==> src/hw/bus_cycle_defs.vh <==
`ifndef BUS_CYCLE_DEFS_VH
`define BUS_CYCLE_DEFS_VH

// =====================================================
// Register map (byte addresses, APB word registers)
`define REG_CONFIG 12'h000
`define REG_COMMAND 12'h004
`define REG_STATUS 12'h008
`define REG_READ_DATA 12'h00c

// =====================================================
// Configuration fields
`define CFG_CMD_WAIT_LSB 0
`define CFG_CMD_WAIT_MSB 3
`define CFG_TRISTATE_BIT 4
`define CFG_MUX_BIT 5
`define CFG_ASYNC_READY_BIT 6
`define CFG_READY_EN_BIT 7
`define CFG_ALE_LONG_BIT 8
`define CFG_RESET 32'h00000000

// Command fields: write starts a cycle
`define CMD_ADDR_LSB 0
`define CMD_ADDR_MSB 15
`define CMD_DATA_LSB 16
`define CMD_DATA_MSB 31

// Status fields
`define ST_BUSY_BIT 0
`define ST_HOLD_BIT 1
`define ST_WAITS_LSB 8
`define ST_WAITS_MSB 15

// =====================================================
// Timing
`define HALF_CLOCK_CYCLES 4
`define RELEASE_CS_HALF_CLOCKS 1

`endif

==> src/hw/external_bus_wait_and_release.v <==
// Implementation choices: the register addresses and the APB interface to the registers.
`timescale 1ns/100ps
`include "bus_cycle_defs.vh"

module external_bus_wait_and_release (
  input wire clock,
  input wire reset,
  input wire psel,
  input wire penable,
  input wire pwrite,
  input wire [11:0] paddr,
  input wire [31:0] pwdata,
  output reg [31:0] prdata,
  output reg pready,
  output reg pslverr,
  input wire ready_n,
  input wire hold_n,
  input wire [15:0] data_in,
  output reg reference_clock_output,
  output reg [15:0] address_out,
  output reg [15:0] data_out,
  output reg data_oe_n,
  output reg address_oe_n,
  output reg read_strobe_n,
  output reg write_strobe_n,
  output reg strobe_oe_n,
  output reg ale,
  output reg chip_select_n,
  output reg chip_select_oe_n,
  output reg hold_ack_n,
  output reg bus_request_output_n
);
  localparam ST_IDLE = 4'h0;
  localparam ST_ADDR = 4'h1;
  localparam ST_CMD = 4'h2;
  localparam ST_READY = 4'h3;
  localparam ST_END = 4'h4;
  localparam ST_MUX = 4'h5;
  localparam ST_TRI = 4'h6;
  localparam ST_CS_HIGH = 4'h7;
  localparam ST_HELD = 4'h8;

  // =====================================================
  // Half clock timebase
  wire half_tick;
  wire rising_tick;
  wire ref_clk;

  half_clock_gen #(
    .DIVIDE(`HALF_CLOCK_CYCLES)
  ) timebase (
    .clock(clock),
    .reset(reset),
    .half_tick(half_tick),
    .rising_tick(rising_tick),
    .reference_clock_output(ref_clk)
  );

  // =====================================================
  // Pin synchronisers
  reg ready_meta;
  reg ready_sync;
  reg ready_async;
  reg hold_meta;
  reg hold_sync;
  reg [15:0] data_meta;
  reg [15:0] data_sync;

  always @(posedge clock or posedge reset) begin
    if (reset) begin
      ready_meta <= 1'b1;
      ready_sync <= 1'b1;
      ready_async <= 1'b1;
      hold_meta <= 1'b1;
      hold_sync <= 1'b1;
      data_meta <= 16'h0000;
      data_sync <= 16'h0000;
    end else begin
      // Bus data stands for the whole strobe, so two stages cost no cycle
      data_meta <= data_in;
      data_sync <= data_meta;
      ready_meta <= ready_n;
      ready_sync <= ready_meta;
      hold_meta <= hold_n;
      hold_sync <= hold_meta;
      // Extra stage, latched once per reference clock rising edge
      if (rising_tick) begin
        ready_async <= ready_sync;
      end
    end
  end

  // =====================================================
  // Registers
  reg [31:0] config_reg;
  reg [15:0] cmd_addr;
  reg [15:0] cmd_data;
  reg cmd_write;
  reg cmd_pending;
  reg [15:0] read_data;
  reg [7:0] wait_count;

  wire [3:0] cmd_waits = config_reg[`CFG_CMD_WAIT_MSB:`CFG_CMD_WAIT_LSB];
  wire tri_en = config_reg[`CFG_TRISTATE_BIT];
  wire mux_en = config_reg[`CFG_MUX_BIT];
  wire async_en = config_reg[`CFG_ASYNC_READY_BIT];
  wire ready_en = config_reg[`CFG_READY_EN_BIT];
  wire ale_long = config_reg[`CFG_ALE_LONG_BIT];

  reg [3:0] state;
  reg [4:0] half_count;
  reg held;

  wire busy = (state != ST_IDLE) || cmd_pending;
  wire ready_now = async_en ? ready_async : ready_sync;
  wire access = psel && penable;

  function is_addr;
    input [11:0] a;
    input [11:0] b;
    begin
      is_addr = (a == b);
    end
  endfunction

  // =====================================================
  // APB slave, access phase with one wait state
  always @(posedge clock or posedge reset) begin
    if (reset) begin
      prdata <= 32'h00000000;
      pready <= 1'b0;
      pslverr <= 1'b0;
      config_reg <= `CFG_RESET;
      cmd_addr <= 16'h0000;
      cmd_data <= 16'h0000;
      cmd_write <= 1'b0;
      cmd_pending <= 1'b0;
    end else begin
      // Ready follows the first access edge, so every transfer has one wait state
      pready <= access && !pready;
      pslverr <= 1'b0;
      if (state == ST_ADDR) begin
        cmd_pending <= 1'b0;
      end
      if (access && !pready) begin
        if (pwrite) begin
          if (is_addr(paddr, `REG_CONFIG)) begin
            config_reg <= {23'h000000, pwdata[8:0]};
          end else if (is_addr(paddr, `REG_COMMAND)) begin
            // Command while busy is refused; no queueing
            if (busy || held) begin
              pslverr <= 1'b1;
            end else begin
              cmd_addr <= pwdata[`CMD_ADDR_MSB:`CMD_ADDR_LSB];
              cmd_data <= pwdata[`CMD_DATA_MSB:`CMD_DATA_LSB];
              cmd_write <= 1'b1;
              cmd_pending <= 1'b1;
            end
          end else if (is_addr(paddr, `REG_READ_DATA)) begin
            // Writing here launches a read cycle at the given address
            if (busy || held) begin
              pslverr <= 1'b1;
            end else begin
              cmd_addr <= pwdata[`CMD_ADDR_MSB:`CMD_ADDR_LSB];
              cmd_write <= 1'b0;
              cmd_pending <= 1'b1;
            end
          end else if (!is_addr(paddr, `REG_STATUS)) begin
            pslverr <= 1'b1;
          end
        end else begin
          if (is_addr(paddr, `REG_CONFIG)) begin
            prdata <= config_reg;
          end else if (is_addr(paddr, `REG_STATUS)) begin
            prdata <= {16'h0000, wait_count, 6'h00, held, busy};
          end else if (is_addr(paddr, `REG_READ_DATA)) begin
            prdata <= {16'h0000, read_data};
          end else if (is_addr(paddr, `REG_COMMAND)) begin
            prdata <= {cmd_data, cmd_addr};
          end else begin
            prdata <= 32'h00000000;
            pslverr <= 1'b1;
          end
        end
      end
    end
  end

  // =====================================================
  // Bus cycle sequencer, advances on half clock ticks
  always @(posedge clock or posedge reset) begin
    if (reset) begin
      state <= ST_IDLE;
      half_count <= 5'h00;
      held <= 1'b0;
      wait_count <= 8'h00;
      read_data <= 16'h0000;
      reference_clock_output <= 1'b0;
      address_out <= 16'h0000;
      data_out <= 16'h0000;
      data_oe_n <= 1'b1;
      address_oe_n <= 1'b0;
      read_strobe_n <= 1'b1;
      write_strobe_n <= 1'b1;
      strobe_oe_n <= 1'b0;
      ale <= 1'b0;
      chip_select_n <= 1'b1;
      chip_select_oe_n <= 1'b0;
      hold_ack_n <= 1'b1;
      bus_request_output_n <= 1'b1;
    end else begin
      reference_clock_output <= ref_clk;
      if (half_tick) begin
        case (state)
          ST_IDLE: begin
            // An accepted command runs first; a hold alone must not strand it
            if (cmd_pending) begin
              address_out <= cmd_addr;
              data_out <= cmd_data;
              chip_select_n <= 1'b0;
              ale <= 1'b1;
              wait_count <= 8'h00;
              half_count <= ale_long ? 5'h03 : 5'h01;
              state <= ST_ADDR;
            end else if (!hold_sync) begin
              chip_select_n <= 1'b1;
              half_count <= 5'h00;
              state <= ST_CS_HIGH;
            end
          end
          ST_ADDR: begin
            if (half_count == 5'h00) begin
              ale <= 1'b0;
              if (cmd_write) begin
                write_strobe_n <= 1'b0;
                data_oe_n <= 1'b0;
              end else begin
                read_strobe_n <= 1'b0;
                data_oe_n <= 1'b1;
              end
              // Programmed command waits, two half clocks each
              half_count <= {cmd_waits, 1'b1};
              state <= ST_CMD;
            end else begin
              half_count <= half_count - 5'h01;
            end
          end
          ST_CMD: begin
            if (half_count == 5'h00) begin
              state <= ready_en ? ST_READY : ST_END;
            end else begin
              half_count <= half_count - 5'h01;
            end
          end
          ST_READY: begin
            // Sample point: reference clock rising edge
            if (rising_tick) begin
              // The extra stage alone cannot promise a wait when ready came early
              if (ready_now || (async_en && wait_count == 8'h00)) begin
                wait_count <= wait_count + 8'h01;
              end else begin
                state <= ST_END;
              end
            end
          end
          ST_END: begin
            if (!cmd_write) begin
              read_data <= data_sync;
            end
            // Partner releases ready on this rising strobe edge
            read_strobe_n <= 1'b1;
            write_strobe_n <= 1'b1;
            data_oe_n <= 1'b1;
            chip_select_n <= 1'b1;
            half_count <= 5'h01;
            if (mux_en) begin
              state <= ST_MUX;
            end else if (tri_en) begin
              state <= ST_TRI;
            end else begin
              state <= ST_IDLE;
            end
          end
          ST_MUX: begin
            if (half_count == 5'h00) begin
              half_count <= 5'h01;
              state <= tri_en ? ST_TRI : ST_IDLE;
            end else begin
              half_count <= half_count - 5'h01;
            end
          end
          ST_TRI: begin
            // Gap lets the partner deassert ready before the next sample
            if (half_count == 5'h00) begin
              state <= ST_IDLE;
            end else begin
              half_count <= half_count - 5'h01;
            end
          end
          ST_CS_HIGH: begin
            if (half_count == `RELEASE_CS_HALF_CLOCKS - 1) begin
              chip_select_oe_n <= 1'b1;
              address_oe_n <= 1'b1;
              strobe_oe_n <= 1'b1;
              data_oe_n <= 1'b1;
              hold_ack_n <= 1'b0;
              held <= 1'b1;
              state <= ST_HELD;
            end else begin
              half_count <= half_count + 5'h01;
            end
          end
          ST_HELD: begin
            bus_request_output_n <= !cmd_pending;
            if (hold_sync) begin
              hold_ack_n <= 1'b1;
              address_oe_n <= 1'b0;
              strobe_oe_n <= 1'b0;
              chip_select_oe_n <= 1'b0;
              bus_request_output_n <= 1'b1;
              held <= 1'b0;
              state <= ST_IDLE;
            end
          end
          default: begin
            state <= ST_IDLE;
          end
        endcase
      end
    end
  end
endmodule

==> src/hw/half_clock_gen.v <==
`timescale 1ns/100ps
`include "bus_cycle_defs.vh"

// =====================================================
// Half clock period tick generator
module half_clock_gen #(
  parameter DIVIDE = `HALF_CLOCK_CYCLES
) (
  input wire clock,
  input wire reset,
  output reg half_tick,
  output reg rising_tick,
  output reg reference_clock_output
);
  reg [7:0] count;

  always @(posedge clock or posedge reset) begin
    if (reset) begin
      count <= 8'h00;
      half_tick <= 1'b0;
      rising_tick <= 1'b0;
      reference_clock_output <= 1'b0;
    end else begin
      half_tick <= 1'b0;
      rising_tick <= 1'b0;
      if (count == DIVIDE - 1) begin
        count <= 8'h00;
        // Both edges of the derived clock launch work
        half_tick <= 1'b1;
        rising_tick <= ~reference_clock_output;
        reference_clock_output <= ~reference_clock_output;
      end else begin
        count <= count + 8'h01;
      end
    end
  end
endmodule

==> config.mk <==
export PLATFORM = sky130hd
export DESIGN_NAME = external_bus_wait_and_release
export DESIGN_NICKNAME = d
export VERILOG_FILES = /design/src/hw/external_bus_wait_and_release.v /design/src/hw/half_clock_gen.v
export VERILOG_INCLUDE_DIRS = /design/src /design/src/hw
export SDC_FILE = /design/constraint.sdc
export NUM_CORES = 1
export LEC_CHECK = 0
export ABC_AREA = 1
export ABC_CLOCK_PERIOD_IN_PS = 8300
export BUFFER_PORTS_ARGS = -buffer_cell sky130_fd_sc_hd__buf_2
export CAP_MARGIN = 25
export CORE_UTILIZATION = 56
export DETAILED_ROUTE_END_ITERATION = 8
export PLACE_DENSITY = 0.82
export SLEW_MARGIN = 20
export SYNTH_ARGS = -nofsm -noshare
export SYNTH_HDL_FRONTEND = slang
export SYNTH_HIERARCHICAL = 1
export SYNTH_SLANG_ARGS = --single-unit
==> constraint.sdc <==
create_clock -name clock -period 8.3 [get_ports clock]
set_input_delay 1.245 -clock clock [delete_from_list [all_inputs] [get_ports clock]]
set_output_delay 1.245 -clock clock [all_outputs]
set_load 0.02 [all_outputs]
# Word level (Yosys, flattened, before mapping)
# Cells that the tools add are included.
dict set report op_classes {
  n_bitwise 5
  magnitude_cmp 0
  mux 80
  mul 0
  n_eq_ne 27
  div_mod_pow 0
  shifts 0
  n_addsub 4
  n_reduce_logical 39
}
# cell n
set ops {}
lappend ops {{32-bit 2-to-1 mux} 4}
lappend ops {{16-bit 2-to-1 mux} 3}
lappend ops {{4-bit 2-to-1 mux} 10}
lappend ops {{1-bit 2-to-1 mux} 39}
lappend ops {{4-bit case mux with 9 select lines} 1}
lappend ops {{8-bit 2-to-1 mux} 4}
lappend ops {{5-bit 2-to-1 mux} 6}
lappend ops {{5-bit case mux with 6 select lines} 1}
lappend ops {{12-bit by 4-bit == test with 1-bit output (second input constant)} 2}
lappend ops {{2-bit inequality test (second input constant)} 12}
lappend ops {{4-bit AND reduction} 6}
lappend ops {{5-bit AND reduction} 4}
lappend ops {{8-bit by 1-bit adder with 8-bit output (second input constant)} 2}
lappend ops {{4-bit by 3-bit == test with 1-bit output (second input constant)} 4}
lappend ops {{8-bit case mux with 2 select lines} 1}
lappend ops {{12-bit by 3-bit == test with 1-bit output (second input constant)} 1}
lappend ops {{12-bit logical NOT} 1}
lappend ops {{1-bit case mux with 2 select lines} 6}
lappend ops {{3-bit AND reduction} 4}
lappend ops {{2-bit nonzero test} 6}
lappend ops {{10-bit AND reduction} 1}
lappend ops {{3-bit 2-to-1 mux} 3}
lappend ops {{4-bit by 2-bit == test with 1-bit output (second input constant)} 2}
lappend ops {{8-bit by 2-bit == test with 1-bit output (second input constant)} 1}
lappend ops {{20 further kinds} 31}
dict set report totals {
  latchBits 0
  mem_bits_rw 0
  elab_cells 189
  mem_bits_ro 0
  register_bits 199
  input_bits 67
  output_inout_bits 77
  n_memories 0
}

# Longest topological paths before layout
dict set report logic_depth {
  ltp_word 9
  depth_mapped 11
  depth_no_buf 11
}

# Hierarchy
# Netlist, hierarchy kept.
# module seq_area_each_um2 cells_per_inst area_each_um2 instances
set by_module_without_submodules {}
lappend by_module_without_submodules {external_bus_wait_and_release 4718.3 943 8237.9 1}
lappend by_module_without_submodules {half_clock_gen 275.3 60 494.2 1}

# Worst setup path before layout
# No wires, ideal clock.
dict set report synth_timing {
  kind {input -> register}
  startpoint {input port paddr[11]}
  endpoint {register cmd_addr[0]}
  stages 10
  t_arrival_ns 2.298
  path_buffers 2
  t_required_ns 8.184
  setup_time_ns 0.116
  setup_slack_ns 5.886
  cell_sequence {nor2_1 -> nand2_1 -> nor2_2 -> nand2_1 -> buf_2 -> nand2_1 -> inv_2 -> buf_2 -> nand3_1 -> nand2_1}
}
dict set report synth_via {
  elab_chain_cells 3
  elab_cells_between_ends 7
  classes_between {eq/ne: 2; mux: 1; bitwise: 1; reduce/logical: 3}
}
# item line
set synth_lines {}
lappend synth_lines {{start, declared} external_bus_wait_and_release.v:11} ;# input wire [11:0] paddr,
lappend synth_lines {{12-bit by 3-bit == test with 1-bit output, or another cell as far along} external_bus_wait_and_release.v:122} ;# is_addr = (a == b);
lappend synth_lines {{2-bit nonzero test (no source line) / 1-bit NOT (equally long branches)} n/a}
lappend synth_lines {{4-bit AND reduction (no source line)} n/a}
lappend synth_lines {{end signal, assigned} external_bus_wait_and_release.v:154} ;# cmd_addr <= pwdata[`CMD_ADDR_MSB:`CMD_ADDR_LSB];
lappend synth_lines {{end signal, assigned} external_bus_wait_and_release.v:164} ;# cmd_addr <= pwdata[`CMD_ADDR_MSB:`CMD_ADDR_LSB];
lappend synth_lines {{end, declared} external_bus_wait_and_release.v:96} ;# reg [15:0] cmd_addr;
# Several ways; a longest one is shown, not always the timed one.
# A chain may end at the register's enable or synchronous reset.

# Worst setup path in the final report
dict set report layout_timing {
  startpoint {input port paddr[9]}
  endpoint {register cmd_addr[1]}
}
# The elaborated chain is that of the path after synthesis.

==> metrics.sh <==
FILLCELLCOUNT=1242
TIMING_WORST_SLEW_PIN_VALUE_NS=0.904
POST-CTS-SETUP-BUFFERS=0
WORSTREGTOREGCELLS=6
FIRST_GLOBAL_VIAS=6568
SEQ_AREA_SQ_UM=4990
GRT_PASS1_WL_UM=32500
RESULT_OF_THE_RUN='finished clean'
CPLARGESTDELAYFAMILY='simple AND/OR/NAND/NOR gates'
GRT_OVERFLOW_TOTAL=0
WORST_HOLD_PATH_TYPE='flip-flop to flip-flop'
SYNTHDISTINCTLIBCELLS=36
SYNTH.YOSYS.SEQ_AREA_SHARE_PCT=57.2
NETS=1211
PIN_COUNT=144
SYN_NETS=1076
GROUTE.LAYER.MET1.USAGE_PCT=35.8
FINALCLOCKSKEW_NS=0.0117
FLIP_FLOP_COUNT_OF_THE_LARGEST_REGISTER_ALL_COPIES_AND_WORDS_ADDED=32
DRC_ERRORS=0
ROUTED-VIA-COUNT=7173
FINAL_MAX_SLEW_VIOL_COUNT=0
ANTENNA_LEFT=0
WHS_PATH_DEPTH=0
MULTI_INPUT_COMB_AREA_SQ_UM=3270
SLEW_HEADROOM_PCT=39.4
GP_CONGESTION=0.898
COUNT_OF_FLIP_FLOPS_WITH_A_BUILT_IN_ENABLE_AFTER_SYNTHESIS=0
WORSTPATHARRIVAL_NS=3.22
TNS_NS=0
CLOCK_TREE_ROOT='sky130_fd_sc_hd__clkbuf_16'
CRIT_PATH_FREQUENT_CELL='sky130_fd_sc_hd__nand2_1'
WORSTPATHMAXFANOUT=41
GRT_UTIL_MET2_PCT=41.9
POST_SYNTHESIS_CELL_AREA_SQ_UM=8730
CRITICAL_PATH_REQUIRED_NS=8.63
FINALSETUPVIOLCOUNT=0
CTS.HTREE.LEVELS=4
DIE_AREA_SQ_UM=16100
GRTUSAGEMET3_PCT=5.06
CRIT_BUF_INV=3
DRT-PASS1-ITER-COUNT=5
DETAIL_ROUTE.WIRELENGTH_UM=19900
PLACEMENT.IO_BUFFERS=143
STATIC-LEAKAGE-POWER_nW=5.72
DRIVE_GT1_SHARE_PCT=20.5
INITIAL_UTILIZATION_PCT=57.4
START_KIND='primary input'
SYNTH-WARNING-COUNT=6
HOLD-WORST-SLACK_NS=0.348
TRITONCTS.NUM_BUFFERS=17
WORST_IR_DROP_VDD_V=0.000166
POSTPLACECELLAREA_SQ_UM=9550
CTS_RESIZED=0
MAXIMUM_NUMBER_OF_PINS_ON_ONE_NET_BEFORE_GLOBAL_ROUTE_REPAIR=76
POST_DRT_WL_PER_CELL_UM=14.9
SETUP.WORST_PATH.CLASS='primary input to flip-flop'
POWER_PER_CELL_AREA_nW_PER_UM2=227
CTS_TREE='done'
SYNTHESIS.INSTANCES=1003
CLOCK_SINK_COUNT=199
VIASPERCELL=5.36
REGISTERS.TOP_BY_FF_COUNT='prdata'
YOSYS_REGISTER_BITS=199
LAYOUT_MIN_CYCLE_TIME_NS=2.89
INSERTION_DELAY_NS=0.44
STD_CELL_ROWS=45
GLOBAL_ROUTE.USAGE.TOTAL_PCT=26.2
CRIT_SLOWEST_CELL='sky130_fd_sc_hd__inv_2'
FP.DIEW_UM=127
POSTCTSHOLDBUFS=0
WORSTSETUPPATHDEPTH=11
SYNTHARSTFLOPSHARE_PCT=100
FLOW.AREA_GROWTH_FROM_SYNTHESIS_PCT=16.1
CLOCK_PATH_BUFFERS=2
DP.FINAL_HPWL_UM=14000
FIN_CRIT_SH_PCT=34.8
GLOBAL_ROUTE.PEAK_USAGE_LAYER='met2'
FIN_UTIL_PCT=66.7
CRIT_CHAIN='buf_2 > nor2_1 > nand2_1 > nor2_2 > buf_4 > nand2_1 > nand2_1 > inv_2 > nand2_4 > nand2_1 > nand2_1'
YS.FLOP_TYPE='sky130_fd_sc_hd__dfrtp_1'
DIE_HEIGHT_UM=127
SYNTH.AVG_CELL_AREA_SQ_UM=8.71
TIMING.CRITICAL_PATH.TO_TYPE='flip-flop'
MAX_FREQ_MHz=346
WORST_SETUP_HOLD_PATH_CLK_SLEW_NS=0.08
CRITICAL_PATH.MAX_STAGE_DELAY_NS=0.51
CORE-AREA_SQ_UM=15200
REPORT.FINAL.HOLD_VIOL_COUNT=0
DRT_ITER0_MARKERS=562
GRT_ANTENNA_BEFORE_REPAIR=1
UNREPAIRED_SETUP_ENDPOINTS_AFTER_GLOBAL_ROUTING='no'
MAXCAPVIOLCOUNT=0
FINALINSTANCEAREA_SQ_UM=10100
per-layer routing:
metal	vias up	part of all wire [%]	wire length, um
li1	3460	-	-
met1	3405	43	8660
met2	277	48	9470
met3	31	6.8	1360
met4	0	2.1	425
met5	-	0	0
logic make-up after synthesis:
| logic type | share of synthesized area, % |
|---|---|
| simple gates | 30.3 |
| flops | 57.2 |
| buf+inv | 5.44 |
| compound gates | 3.37 |
| mux | 1.93 |
| xor+xnor | 0.903 |
| fa+ha+maj | 0.860 |
path summary, 6_finish.rpt:
path	startpoint	slack (ns)	end
worst max-delay path	paddr[9]	5.41	cmd_addr[1]
worst min-delay path	data_meta[14]	0.35	data_sync[14]
worst max register to register	state[3]	5.83	address_out[3]
worst min register to register	data_meta[14]	0.35	data_sync[14]
max in group asynchronous	reset	6.18	prdata[10]
min in group asynchronous	reset	0.83	timebase/count[3]
metrics by stage:
stage / power [mW] / setup slack (ns) / std cells
5_1_grt: 2.40 / 5.22 / 1338
4_1_cts: 2.30 / 5.45 / 1338
2_1_floorplan: 1.37 / 1.96 / 1003
3_5_place_dp: 1.48 / 5.00 / 1307
3_3_place_gp: 1.48 / 5.12 / 1307
6_report: 2.30 / 5.41 / 1339
synthesized netlist by cell type, types with 2 or more instances:
library cell	number	share of area, %
sky130_fd_sc_hd__nand3_1	129	7.4
sky130_fd_sc_hd__nor2_1	78	3.4
sky130_fd_sc_hd__nor2_4	5	0.64
sky130_fd_sc_hd__clkbuf_1	10	0.43
sky130_fd_sc_hd__a21oi_1	7	0.40
sky130_fd_sc_hd__nand2_2	7	0.50
sky130_fd_sc_hd__buf_2	13	0.75
sky130_fd_sc_hd__nand3b_1	2	0.17
sky130_fd_sc_hd__ha_1	6	0.86
sky130_fd_sc_hd__nand2_1	361	16
sky130_fd_sc_hd__xor2_1	7	0.70
sky130_fd_sc_hd__inv_2	9	0.39
sky130_fd_sc_hd__mux2_2	9	1.2
sky130_fd_sc_hd__buf_6	4	0.52
sky130_fd_sc_hd__mux2_1	6	0.77
sky130_fd_sc_hd__dfstp_2	11	3.3
sky130_fd_sc_hd__o211ai_1	3	0.26
sky130_fd_sc_hd__xnor2_1	2	0.20
sky130_fd_sc_hd__nand2_4	4	0.52
sky130_fd_sc_hd__inv_1	69	3.0
sky130_fd_sc_hd__o21ai_0	42	2.4
sky130_fd_sc_hd__nand4_1	9	0.64
sky130_fd_sc_hd__nor3_1	3	0.17
sky130_fd_sc_hd__nor2_8	2	0.46
sky130_fd_sc_hd__dfrtp_1	188	54
sky130_fd_sc_hd__o21ai_1	2	0.11
sky130_fd_sc_hd__nor2_2	3	0.21
sky130_fd_sc_hd__buf_4	4	0.34
worst reg2reg max path: cells and delay by family (launching register included):
family	cells	cell delay, ns
AOI/OAI and AO/OA	1	0.09
and+or+nand+nor	4	1.22
DFF	1	0.51
buffers and inverters	1	0.51
area by class of cell:
class / instances / share of cell area [%]
tap: 188 / 2.32
clock buffer: 19 / 4.47
sequential: 199 / 49.2
clock inverter: 12 / 1.38
multi-input combinational: 694 / 32.2
inverter: 78 / 2.94
timing repair buffer: 148 / 7.43
antenna: 1 / 0.0247
where the power goes:
group	total (mW)	internal (mW)	switching [mW]
sequential	1.08	1.02	0.0506
clock	0.825	0.441	0.384
combinational	0.397	0.126	0.271
total	2.30	1.59	0.706
cell usage in the layout (no fill, tap or decap), types with 2 or more instances in the layout:
cell type and count:
sky130_fd_sc_hd__nand2_1 361, sky130_fd_sc_hd__buf_4 5, sky130_fd_sc_hd__mux2_1 6, sky130_fd_sc_hd__inv_6 3, sky130_fd_sc_hd__clkbuf_8 2, sky130_fd_sc_hd__ha_1 6
sky130_fd_sc_hd__xor2_1 7, sky130_fd_sc_hd__o21ai_0 42, sky130_fd_sc_hd__mux2_2 9, sky130_fd_sc_hd__nor2_4 5, sky130_fd_sc_hd__dfstp_2 11, sky130_fd_sc_hd__nor2_2 4
sky130_fd_sc_hd__nand4_1 9, sky130_fd_sc_hd__clkinv_8 2, sky130_fd_sc_hd__nor2_8 2, sky130_fd_sc_hd__nor2_1 77, sky130_fd_sc_hd__dfrtp_1 188, sky130_fd_sc_hd__xnor2_1 2
sky130_fd_sc_hd__nand2_4 4, sky130_fd_sc_hd__inv_2 9, sky130_fd_sc_hd__clkinv_2 2, sky130_fd_sc_hd__inv_1 68, sky130_fd_sc_hd__nor3_1 3, sky130_fd_sc_hd__clkbuf_16 17
sky130_fd_sc_hd__o211ai_1 3, sky130_fd_sc_hd__nand3b_1 2, sky130_fd_sc_hd__o21ai_1 2, sky130_fd_sc_hd__inv_8 3, sky130_fd_sc_hd__nand2_2 7, sky130_fd_sc_hd__nand3_1 129
sky130_fd_sc_hd__buf_2 143, sky130_fd_sc_hd__a21oi_1 7
(Power assumes the default switching activity.)
